--- src/eph_odo_pkg.sv ---
// Constants for the ephemeris packet builder and odometer packet decoder.
// Assumes a byte-wide packet stream; framing and checksum live elsewhere.
package eph_odo_pkg;
  // ----------------------------------------------------------------
  // Packet identifiers and lengths
  // ----------------------------------------------------------------
  localparam logic [7:0] EPH_PKT_ID      = 8'h3D; // 61
  localparam logic [7:0] RAW_OBS_PKT_ID  = 8'h3C; // 60
  localparam logic [7:0] ODO_PKT_ID      = 8'h43; // 67
  localparam logic [7:0] ODO_PKT_LEN     = 8'h0D; // 13
  localparam logic [7:0] EPH_HDR_LEN     = 8'h06;
  localparam logic [7:0] PRI_BODY_LEN    = 8'h84; // 132
  localparam logic [7:0] SEC_BODY_LEN    = 8'h5E; // 94
  // ----------------------------------------------------------------
  // Satellite system codes
  // ----------------------------------------------------------------
  localparam logic [7:0] SYS_PRIMARY     = 8'h01;
  localparam logic [7:0] SYS_SECOND      = 8'h02;
  // ----------------------------------------------------------------
  // Ephemeris byte offsets
  // ----------------------------------------------------------------
  localparam logic [7:0] OFS_SYSTEM      = 8'h04;
  localparam logic [7:0] OFS_SAT_NUM     = 8'h05;
  localparam logic [7:0] OFS_REF_TIME    = 8'h06;
  localparam logic [7:0] OFS_CLK_ISSUE   = 8'h0A; // 10
  localparam logic [7:0] OFS_EPH_ISSUE   = 8'h0C; // 12
  localparam logic [7:0] OFS_CLK_BIAS    = 8'h0E; // 14
  localparam logic [7:0] OFS_CLK_DRIFT   = 8'h12; // 18
  localparam logic [7:0] OFS_CLK_RATE    = 8'h16; // 22
  localparam logic [7:0] OFS_WEEK        = 8'h7A; // 122
  localparam logic [7:0] OFS_XMIT_TIME   = 8'h7C; // 124
  localparam logic [7:0] OFS_RANGE_ACC   = 8'h80; // 128
  localparam logic [7:0] OFS_FLAGS       = 8'h82; // 130
  localparam logic [7:0] OFS_SEC_FBIAS   = 8'h0A; // 10
  localparam logic [7:0] OFS_SEC_POS     = 8'h0E; // 14
  localparam logic [7:0] OFS_SEC_VEL     = 8'h26; // 38
  localparam logic [7:0] OFS_SEC_ACC     = 8'h3E; // 62
  localparam logic [7:0] OFS_FRAME_TIME  = 8'h56; // 86
  localparam logic [7:0] OFS_AGE         = 8'h5A; // 90
  localparam logic [7:0] OFS_SLOT        = 8'h5B; // 91
  localparam logic [7:0] OFS_HEALTH      = 8'h5C; // 92
  localparam logic [7:0] OFS_RSVD        = 8'h5D; // 93
  // ----------------------------------------------------------------
  // Primary flags word fields
  // ----------------------------------------------------------------
  localparam int FLG_PCODE   = 0;
  localparam int FLG_L2_LO   = 1;
  localparam int FLG_SPOOF   = 3;
  localparam int FLG_HLTH_LO = 4;
  localparam int FLG_FIT     = 10;
  localparam int FLG_ACCBAD  = 11;
  localparam int FLG_BLK_LO  = 12;
  // ----------------------------------------------------------------
  // Odometer payload offsets and APB map
  // ----------------------------------------------------------------
  localparam logic [7:0] ODO_OFS_DELAY  = 8'h00;
  localparam logic [7:0] ODO_OFS_SPEED  = 8'h04;
  localparam logic [7:0] ODO_OFS_RSVD   = 8'h08;
  localparam logic [7:0] ODO_OFS_FLAGS  = 8'h0C; // 12
  localparam logic [11:0] REG_CTRL      = 12'h000;
  localparam logic [11:0] REG_STATUS    = 12'h004;
  localparam logic [11:0] REG_ODO_DELAY = 12'h008;
  localparam logic [11:0] REG_ODO_SPEED = 12'h00C;
  localparam logic [11:0] REG_ODO_FLAGS = 12'h010;
  // A primary packet is 138 bytes, so the image needs 35 words
  localparam logic [11:0] REG_EPH_BASE  = 12'h100; // 35 words of image
  localparam int          EPH_WORDS     = 35;
  localparam int          FIFO_DEPTH    = 4;
  localparam int          FIFO_WIDTH    = 9;    // byte plus last mark
endpackage : eph_odo_pkg

--- src/byte_fifo.sv ---
// Small valid/ready FIFO in the outgoing byte path.
// Assumes one clock and an asynchronous active-low reset.
`timescale 1ns/10ps
module byte_fifo #(
  parameter int WIDTH = 9,
  parameter int DEPTH = 4
) (
  // Clock and reset
  input  wire logic             clk,
  input  wire logic             reset_n,
  // Fill side
  input  wire logic             in_valid,
  output logic                  in_ready,
  input  wire logic [WIDTH-1:0] in_data,
  // Drain side
  output logic                  out_valid,
  input  wire logic             out_ready,
  output logic [WIDTH-1:0]      out_data
);
  localparam int AW = $clog2(DEPTH);
  logic [WIDTH-1:0] mem_q [DEPTH];
  logic [AW-1:0]    wr_q;
  logic [AW-1:0]    rd_q;
  logic [AW:0]      cnt_q;
  wire              push = in_valid && in_ready;
  wire              pop  = out_valid && out_ready;

  // Honest flags straight from the count
  assign in_ready  = (cnt_q != (AW+1)'(DEPTH));
  assign out_valid = (cnt_q != '0);
  assign out_data  = mem_q[rd_q];

  // Pointers and count
  always_ff @(posedge clk or negedge reset_n)
  begin
    if (!reset_n)
    begin
      wr_q  <= '0;
      rd_q  <= '0;
      cnt_q <= '0;
    end
    else
    begin
      if (push) wr_q <= (wr_q == AW'(DEPTH-1)) ? '0 : wr_q + 1'b1;
      if (pop)  rd_q <= (rd_q == AW'(DEPTH-1)) ? '0 : rd_q + 1'b1;
      cnt_q <= cnt_q + (AW+1)'(push) - (AW+1)'(pop);
    end
  end

  // Storage needs no reset
  always_ff @(posedge clk)
  begin
    if (push) mem_q[wr_q] <= in_data;
  end
endmodule : byte_fifo

--- src/eph_odo_codec.sv ---
// Ephemeris packet builder and odometer packet decoder with APB registers.
// Assumes synchronous byte streams; framing/checksum done by the link.
`timescale 1ns/10ps

// Overview of operation
// RULE1 - Ephemeris id 61, timestamp, system, satellite number
// RULE2 - Ephemeris output follows raw observation enable
// RULE3 - Primary body 132 bytes, reference time first
// RULE4 - Clock issue at 10, ephemeris issue 12
// RULE5 - Clock bias, drift, rate at 14/18/22
// RULE6 - Week, transmit time, accuracy, flags at end
// RULE7 - Primary flags word bit layout
// RULE8 - Second body 94 bytes, biases first
// RULE9 - Position, velocity, acceleration doubles at 14/38/62
// RULE10 - Frame time, age, slot, health, reserved
// RULE11 - Odometer id 67, 13 bytes, write-only
// RULE12 - Odometer delay, speed, reserved, flags layout
// RULE13 - System byte picks body and length
// RULE14 - Wrong-length odometer packet is dropped
module eph_odo_codec
(
  // Clock and reset
  input  wire logic        clk,
  input  wire logic        reset_n,
  // APB slave
  input  wire logic        psel,
  input  wire logic        penable,
  input  wire logic        pwrite,
  input  wire logic [11:0] paddr,
  input  wire logic [31:0] pwdata,
  output logic             pready,
  output logic             pslverr,
  output logic [31:0]      prdata,
  // Outgoing packet stream
  output logic             tx_valid,
  input  wire logic        tx_ready,
  output logic [7:0]       tx_data,
  output logic             tx_last,
  output logic [7:0]       tx_id,
  output logic [7:0]       tx_len,
  // Incoming packet stream
  input  wire logic        rx_valid,
  input  wire logic [7:0]  rx_id,
  input  wire logic [7:0]  rx_data,
  input  wire logic        rx_last,
  // Decoded odometer pulse
  output logic             odo_update
);
  import eph_odo_pkg::*;

  typedef enum logic [1:0] {
    ST_IDLE = 2'b00,
    ST_SEND = 2'b01,
    ST_DONE = 2'b10
  } tx_state_t;

  // ----------------------------------------------------------------
  // Registers
  // ----------------------------------------------------------------
  logic [31:0] img_q [EPH_WORDS];   // Ephemeris record image, little endian
  logic        obs_en_q;
  logic        send_q;
  tx_state_t   st_q;
  logic [7:0]  idx_q;
  logic [7:0]  len_q;
  logic [31:0] odo_delay_q;
  logic [31:0] odo_speed_q;
  logic [7:0]  odo_flags_q;
  logic [31:0] rx_sr_q [3];
  logic [7:0]  rx_cnt_q;
  logic        rx_bad_q;
  logic [7:0]  odo_cnt_q;
  logic [7:0]  drop_cnt_q;
  logic [7:0]  rx_flg_q;

  // ----------------------------------------------------------------
  // APB decode
  // ----------------------------------------------------------------
  wire        acc     = psel && penable && !pready;
  wire        wr      = psel && penable && pready && pwrite;
  wire        in_img  = (paddr >= REG_EPH_BASE) &&
                        (paddr < REG_EPH_BASE + 12'(4*EPH_WORDS));
  wire [11:0] img_off = paddr - REG_EPH_BASE;
  wire [5:0]  img_ix  = img_off[7:2];
  wire        hit_ctl = (paddr == REG_CTRL);
  wire        mapped  = hit_ctl || (paddr == REG_STATUS) ||
                        (paddr == REG_ODO_DELAY) ||
                        (paddr == REG_ODO_SPEED) ||
                        (paddr == REG_ODO_FLAGS) || in_img;
  // Odometer values are write-only from the link; APB writes do nothing
  wire        ro_hit  = !hit_ctl && !in_img;

  // Read mux
  logic [31:0] rd_mux;
  always_comb
  begin
    rd_mux = 32'h0000_0000;
    if (in_img)
      rd_mux = img_q[img_ix];
    else
      case (paddr)
        REG_CTRL:      rd_mux = {31'h0, obs_en_q};
        REG_STATUS:    rd_mux = {8'h00, drop_cnt_q, odo_cnt_q,
                                 6'h00, st_q};
        REG_ODO_DELAY: rd_mux = odo_delay_q;
        REG_ODO_SPEED: rd_mux = odo_speed_q;
        REG_ODO_FLAGS: rd_mux = {24'h0, odo_flags_q};
        default:       rd_mux = 32'h0000_0000;
      endcase
  end

  // One wait state: answer lands at the second access edge
  always_ff @(posedge clk or negedge reset_n)
  begin
    if (!reset_n)
    begin
      pready  <= 1'b0;
      pslverr <= 1'b0;
      prdata  <= 32'h0000_0000;
    end
    else
    begin
      pready  <= acc;
      pslverr <= acc && (!mapped || (pwrite && ro_hit));
      prdata  <= (acc && !pwrite) ? rd_mux : 32'h0000_0000;
    end
  end

  // Control: bit0 observation enable, bit1 send request (self clearing)
  always_ff @(posedge clk or negedge reset_n)
  begin
    if (!reset_n)
    begin
      obs_en_q <= 1'b0;
      send_q   <= 1'b0;
    end
    else
    begin
      if (wr && hit_ctl)
        obs_en_q <= pwdata[0];
      // Request set wins over its clear by the framer
      if (wr && hit_ctl && pwdata[1])
        send_q <= 1'b1;
      else if (st_q == ST_DONE)
        send_q <= 1'b0;
    end
  end

  // Image writes; software packs the fields at their byte offsets
  // (time 0, system 4, sat 5, body from 6; flags word at 130)
  always_ff @(posedge clk)
  begin
    if (wr && in_img)
      img_q[img_ix] <= pwdata;
  end

  // ----------------------------------------------------------------
  // Ephemeris framer
  // ----------------------------------------------------------------
  wire [7:0] sys_byte = img_q[1][7:0];                        // RULE1
  wire       sys_pri  = (sys_byte == SYS_PRIMARY);            // RULE13
  wire       sys_sec  = (sys_byte == SYS_SECOND);             // RULE13
  wire [7:0] pkt_len  = EPH_HDR_LEN +
                        (sys_pri ? PRI_BODY_LEN : SEC_BODY_LEN); // RULE13
  // Only started while raw observation output is on; a packet under way finishes
  wire       go       = send_q && obs_en_q && (sys_pri || sys_sec); // RULE2
  wire [31:0] cur_w   = img_q[idx_q[7:2]];
  wire [7:0]  cur_b   = cur_w[8*idx_q[1:0] +: 8];
  // Primary flags: bit 15 carries no field and is forced to zero
  wire        flag_hi = sys_pri && (idx_q == OFS_FLAGS + 8'h01);  // RULE7
  wire [7:0]  out_b   = flag_hi ? {1'b0, cur_b[6:0]} : cur_b;    // RULE7
  wire        last_b  = (idx_q == len_q - 8'h01);
  wire        f_rdy;
  wire        push    = (st_q == ST_SEND) && f_rdy;

  // Byte walk; the body is stored at its packet offsets, so offsets
  // 10/12/14/18/22/122..130 and 14/38/62/86..93 come out in place
  always_ff @(posedge clk or negedge reset_n)
  begin
    if (!reset_n)
    begin
      st_q  <= ST_IDLE;
      idx_q <= 8'h00;
      len_q <= 8'h00;
    end
    else
      case (st_q)
        ST_IDLE:
          if (go)
          begin
            st_q  <= ST_SEND;
            idx_q <= 8'h00;
            len_q <= pkt_len;                       // RULE3 RULE8
          end
        ST_SEND:
          if (push)
          begin
            idx_q <= idx_q + 8'h01;                 // RULE4 RULE5 RULE6
            if (last_b)
              st_q <= ST_DONE;                      // RULE9 RULE10
          end
        ST_DONE: st_q <= ST_IDLE;
        default: st_q <= ST_IDLE;
      endcase
  end

  wire [8:0] f_out;
  wire       f_val;
  byte_fifo #(.WIDTH(FIFO_WIDTH), .DEPTH(FIFO_DEPTH)) u_fifo (
    .clk       (clk),
    .reset_n   (reset_n),
    .in_valid  (st_q == ST_SEND),
    .in_ready  (f_rdy),
    .in_data   ({last_b, out_b}),
    .out_valid (f_val),
    .out_ready (!tx_valid || tx_ready),
    .out_data  (f_out)
  );

  // Output stage registered so every port comes from a flop
  always_ff @(posedge clk or negedge reset_n)
  begin
    if (!reset_n)
    begin
      tx_valid <= 1'b0;
      tx_data  <= 8'h00;
      tx_last  <= 1'b0;
      tx_id    <= 8'h00;
      tx_len   <= 8'h00;
    end
    else
    begin
      if (!tx_valid || tx_ready)
      begin
        tx_valid <= f_val;
        // Empty FIFO reads unwritten storage; keep that off the pins
        tx_data  <= f_val ? f_out[7:0] : 8'h00;
        tx_last  <= f_val && f_out[8];
      end
      if (go && st_q == ST_IDLE)
      begin
        tx_id  <= EPH_PKT_ID;                       // RULE1
        tx_len <= pkt_len;                          // RULE13
      end
    end
  end

  // ----------------------------------------------------------------
  // Odometer decoder
  // ----------------------------------------------------------------
  wire odo_byte = rx_valid && (rx_id == ODO_PKT_ID);       // RULE11
  wire odo_good = odo_byte && rx_last && !rx_bad_q &&
                  (rx_cnt_q == ODO_PKT_LEN - 8'h01);       // RULE14

  always_ff @(posedge clk or negedge reset_n)
  begin
    if (!reset_n)
    begin
      rx_cnt_q    <= 8'h00;
      rx_bad_q    <= 1'b0;
      rx_sr_q[0]  <= 32'h0;
      rx_sr_q[1]  <= 32'h0;
      rx_sr_q[2]  <= 32'h0;
      rx_flg_q    <= 8'h00;
      odo_delay_q <= 32'h0;
      odo_speed_q <= 32'h0;
      odo_flags_q <= 8'h00;
      odo_cnt_q   <= 8'h00;
      drop_cnt_q  <= 8'h00;
      odo_update  <= 1'b0;
    end
    else
    begin
      odo_update <= odo_good;
      if (odo_byte)
      begin
        // Little-endian fields: delay 0, speed 4, reserved 8
        if (rx_cnt_q < ODO_OFS_FLAGS)                       // RULE12
          rx_sr_q[rx_cnt_q[3:2]][8*rx_cnt_q[1:0] +: 8] <= rx_data;
        if (rx_cnt_q >= ODO_PKT_LEN)
          rx_bad_q <= 1'b1;                                 // RULE14
        rx_cnt_q <= rx_last ? 8'h00 : rx_cnt_q + 8'h01;
        if (rx_last)
          rx_bad_q <= 1'b0;
        if (rx_last && !odo_good)
          drop_cnt_q <= drop_cnt_q + 8'h01;                 // RULE14
      end
      if (odo_good)
      begin
        odo_delay_q <= rx_sr_q[0];                          // RULE12
        odo_speed_q <= rx_sr_q[1];
        // Only bit 0 has meaning; upper bits kept zero
        odo_flags_q <= {7'h00, rx_data[0]};                 // RULE12
        odo_cnt_q   <= odo_cnt_q + 8'h01;
      end
    end
  end
endmodule : eph_odo_codec

--- config.mk ---
export PLATFORM = sky130hd
export DESIGN_NAME = eph_odo_codec
export DESIGN_NICKNAME = d
export VERILOG_FILES = /design/src/eph_odo_pkg.sv /design/src/byte_fifo.sv /design/src/eph_odo_codec.sv
export SDC_FILE = /design/constraint.sdc
export NUM_CORES = 2
export LEC_CHECK = 0
export BUFFER_PORTS_ARGS = -buffer_cell sky130_fd_sc_hd__buf_2
export CAP_MARGIN = 40
export CORE_MARGIN = 4
export CORE_UTILIZATION = 51
export CTS_BUF_LIST = sky130_fd_sc_hd__clkbuf_8
export CTS_CLUSTER_SIZE = 10
export DETAILED_ROUTE_END_ITERATION = 16
export PLACE_DENSITY = 0.67
export SLEW_MARGIN = 10
export SYNTH_ARGS = -nofsm -noshare
export SYNTH_HDL_FRONTEND = slang
export SYNTH_HIERARCHICAL = 1
export SYNTH_SLANG_ARGS = --single-unit
export TNS_END_PERCENT = 1
--- constraint.sdc ---
create_clock -name clk -period 14.1 [get_ports clk]
set_input_delay 2.82 -clock clk [delete_from_list [all_inputs] [get_ports clk]]
set_output_delay 2.82 -clock clk [all_outputs]
set_load 0.02 [all_outputs]
==> impl_metrics.py <==
metrics = {
    "clock_network": {
        "clk_latency_ps": 950,
        "numCtsBuffers": 213,
        "postCtsResizedCells": 0,
        "htreeDepth": 4,
        "clk_pin_slew_ps": 60,
        "root_buffer": "clkbuf_8",
        "cts.sinks": 1377,
        "cts_tree": "built",
        "cts_buffer_depth": 3,
        "cts_setup_buffers": 0,
        "cts.hold.buffers_added": 0,
    },
    "sta": {
        "drv_slew": 0,
        "setup_viol_count_final": 0,
        "period_needed_ps": 5884,
        "hold_violations": 0,
        "tightest_slew_ps": 1212,
        "worst_clock_skew_ps": 48.08,
        "setup_slack_ps": 8216,
        "fin_crit_sh_pct": 41.73,
        "setup_tns_ps": 0,
        "rsz0062_at_grt": "no",
        "clock.fmax_mhz": 170.0,
        "max_slew_margin_pct": 19.17,
    },
    "detailed_routing": {
        "vias_per_cell": 6.722,
        "detail_route.wl_per_cell_um": 33.98,
        "vias": 38033,
        "drt_iter0_drc": 5520,
        "drc": 0,
        "dr.pass1.iters": 6,
        "wl_um": 192200,
        "final_antenna_net_count": 0,
    },
    "setup_path": {
        "endpoint_kind": "flop",
        "path_buf_inv": 3,
        "cp.arrival_ps": 6660,
        "crit_path_max_fanout": 86,
        "crit_type": "input pin to flop",
        "cp_slowest_stage_delay_ps": 670,
        "start_kind": "input pin",
        "worst_path_max_delay_cell": "buf_8",
        "worst_ep_required_time_ps": 14870,
        "critPathTopFamily": "buffers and inverters",
        "crit_chain": "buf_8 -> buf_12 -> buf_12 -> mux4_2 -> mux4_2 -> nor2b_1 -> a211oi_1 -> nor3_1",
    },
    "global_route": {
        "grt_overflow": 0,
        "grt_start_max_net_pins": 124,
        "grt_pass1_vias": 37662,
        "antenna_found_initial": 14,
        "grt_first_pass_wirelength_um": 275200,
        "grt_usage_pct": 29.75,
    },
    "logic_synthesis": {
        "yosysMostFrequentCell": "edfxtp_1",
        "synth.top_cells.by_count": "edfxtp_1 (1156), mux4_2 (535), nand2_1 (410), dfrtp_1 (221), mux2i_1 (205)",
        "yosysTopAreaCell": "edfxtp_1",
        "synth-edff-count": 1156,
        "yosysSeqAreaShare_pct": 64.10,
        "ys.flop_type": "edfxtp_1",
        "synthArstFlopShare_pct": 16.05,
        "syn_avg_cell_area_um2": 17.15,
        "syn-instance-count": 3661,
        "synth_seq_cells": 1377,
        "ys_types": 73,
        "synth_area_um2": 62780,
        "synth_top_area_share_pct": 55.29,
        "synthTopCellsByArea": "edfxtp_1 (55%), mux4_2 (19%), dfrtp_1 (8.8%), mux2i_1 (3.3%), nand2_1 (2.5%)",
        "ys_warn_count": 6,
    },
    "die": {
        "row_count": 128,
        "start_util_pct": 51.44,
        "die_h_um": 358.9,
        "io_pins": 129,
        "dieArea_um2": 128800,
        "die_x_um": 358.9,
        "core_area_um2": 122000,
    },
    "finish": {
        "utilization_pct": 57.20,
        "final_nets": 3929,
        "syn2layout_area_growth_pct": 11.18,
        "drive_gt1_share_pct": 29.06,
    },
    "worst_hold_path": {
        "hold_path.class": "flop to flop",
    },
    "run": {
        "drv_cap": 0,
    },
    "placed_design": {
        "hpwl_um": 118800,
        "io_buffers": 123,
        "gp_congestion": 0.8969,
        "dp_slack_ps": 7199,
    },
    "power_and_ir_drop": {
        "vdd_drop_max_mv": 0.09243,
        "leakagePower_nw": 23.49,
        "p_per_area_nw_per_um2": 116.6,
    },
    "run_status": {
        "status": "finished, final reports clean",
    },
}
-- per-layer routing --
metal  track usage [%]  vias up  wire length, um
met5                 0        -               58
met4             11.71        4             7919
met3             9.216      430            25960
met2             44.71     2595            87490
met1             41.10    19704            70810
li1                  -    15300                -
-- cell type report --
cell class | instances | area, um^2
Clock inverter | 166 | 1042
Multi-Input combinational cell | 1987 | 21420
Timing Repair Buffer | 238 | 1723
Inverter | 24 | 90.09
Clock buffer | 234 | 3221
Antenna cell | 7 | 17.52
Fill cell | 9224 | 52240
Tap cell | 1625 | 2033
Sequential cell | 1377 | 40260
-- logic make-up after synthesis --
family	synth area share, %
xor+xnor	0.3747
flops	64.10
fa+ha+maj	0.4106
buf+inv	2.286
simple gates	5.188
compound gates	4.578
other cells	0.005973
mux	23.05
-- path summary, 6_finish.rpt --
path / start / to / slack [ps] / depth (start not counted)
max reg2reg: idx_q[2] / u_fifo/mem_q[1][1] / 8980 / 7
min reg2reg: tx_data[5] / tx_data[5] / 460 / 2
max in group asynchronous: reset_n / odo_delay_q[1] / 10200 / 5
max: paddr[2] / prdata[30] / 8220 / 8
min in group asynchronous: reset_n / tx_data[1] / 1900 / 1
min: tx_data[5] / tx_data[5] / 460 / 2
-- sequential cells by signal, summed over array words and instances (netlist names), 3 cells and up --
signal	cells
u_fifo/cnt_q	3
img_q	1120
prdata	32
rx_sr_q	64
u_fifo/mem_q	36
idx_q	8
odo_delay_q	32
rx_cnt_q	8
tx_data	8
odo_speed_q	32
odo_cnt_q	8
drop_cnt_q	8
-- through the flow --
stage               hold slack [ps]  cells  cell area [um^2]  total power, mW
finish                        464.8   5658             69800            8.140
CTS                           468.3   5651             69780            8.175
global placement              447.5   5230             65240            4.858
global route                  478.5   5652             69780            8.407
detailed placement            454.7   5251             65520            4.866
floorplan                     437.6   3665             62790            4.703
-- power breakdown --
group          switching (mW)  internal [mW]
Sequential            0.00818           4.42
Combinational           0.233          0.128
Clock                    1.62           1.74
-- tightest hold or removal path, stage by stage, from the launching register on --
cell and delay (ps):
dfrtp_1 340, nand2_1 50, nand2_1 50
-- cell usage in the layout (no fill, tap or decap), drive strengths merged, types with 7 or more instances in the layout --
master,netlist,layout
edfxtp,1156,1156
mux4,535,535
nand2,410,410
buf,159,238
clkbuf,118,234
dfrtp,221,221
mux2i,205,205
o21ai,124,124
inv,24,92
nor2,92,92
a21oi,90,90
clkinv,0,81
nand3,74,74
a22oi,68,68
mux2,33,33
o221ai,29,29
o22ai,27,27
nor2b,24,24
nor3,22,22
ha,19,19
a222oi,18,18
nand4,16,16
nand2b,15,15
xnor2,15,15
a211oi,13,13
a221oi,13,13
nor4,12,12
xor2,11,11
bufinv,0,11
o211ai,9,9
and2,9,9
or3,8,8
and3,8,8
diode,0,7
Note: power is estimated with default switching activity, not from simulation.
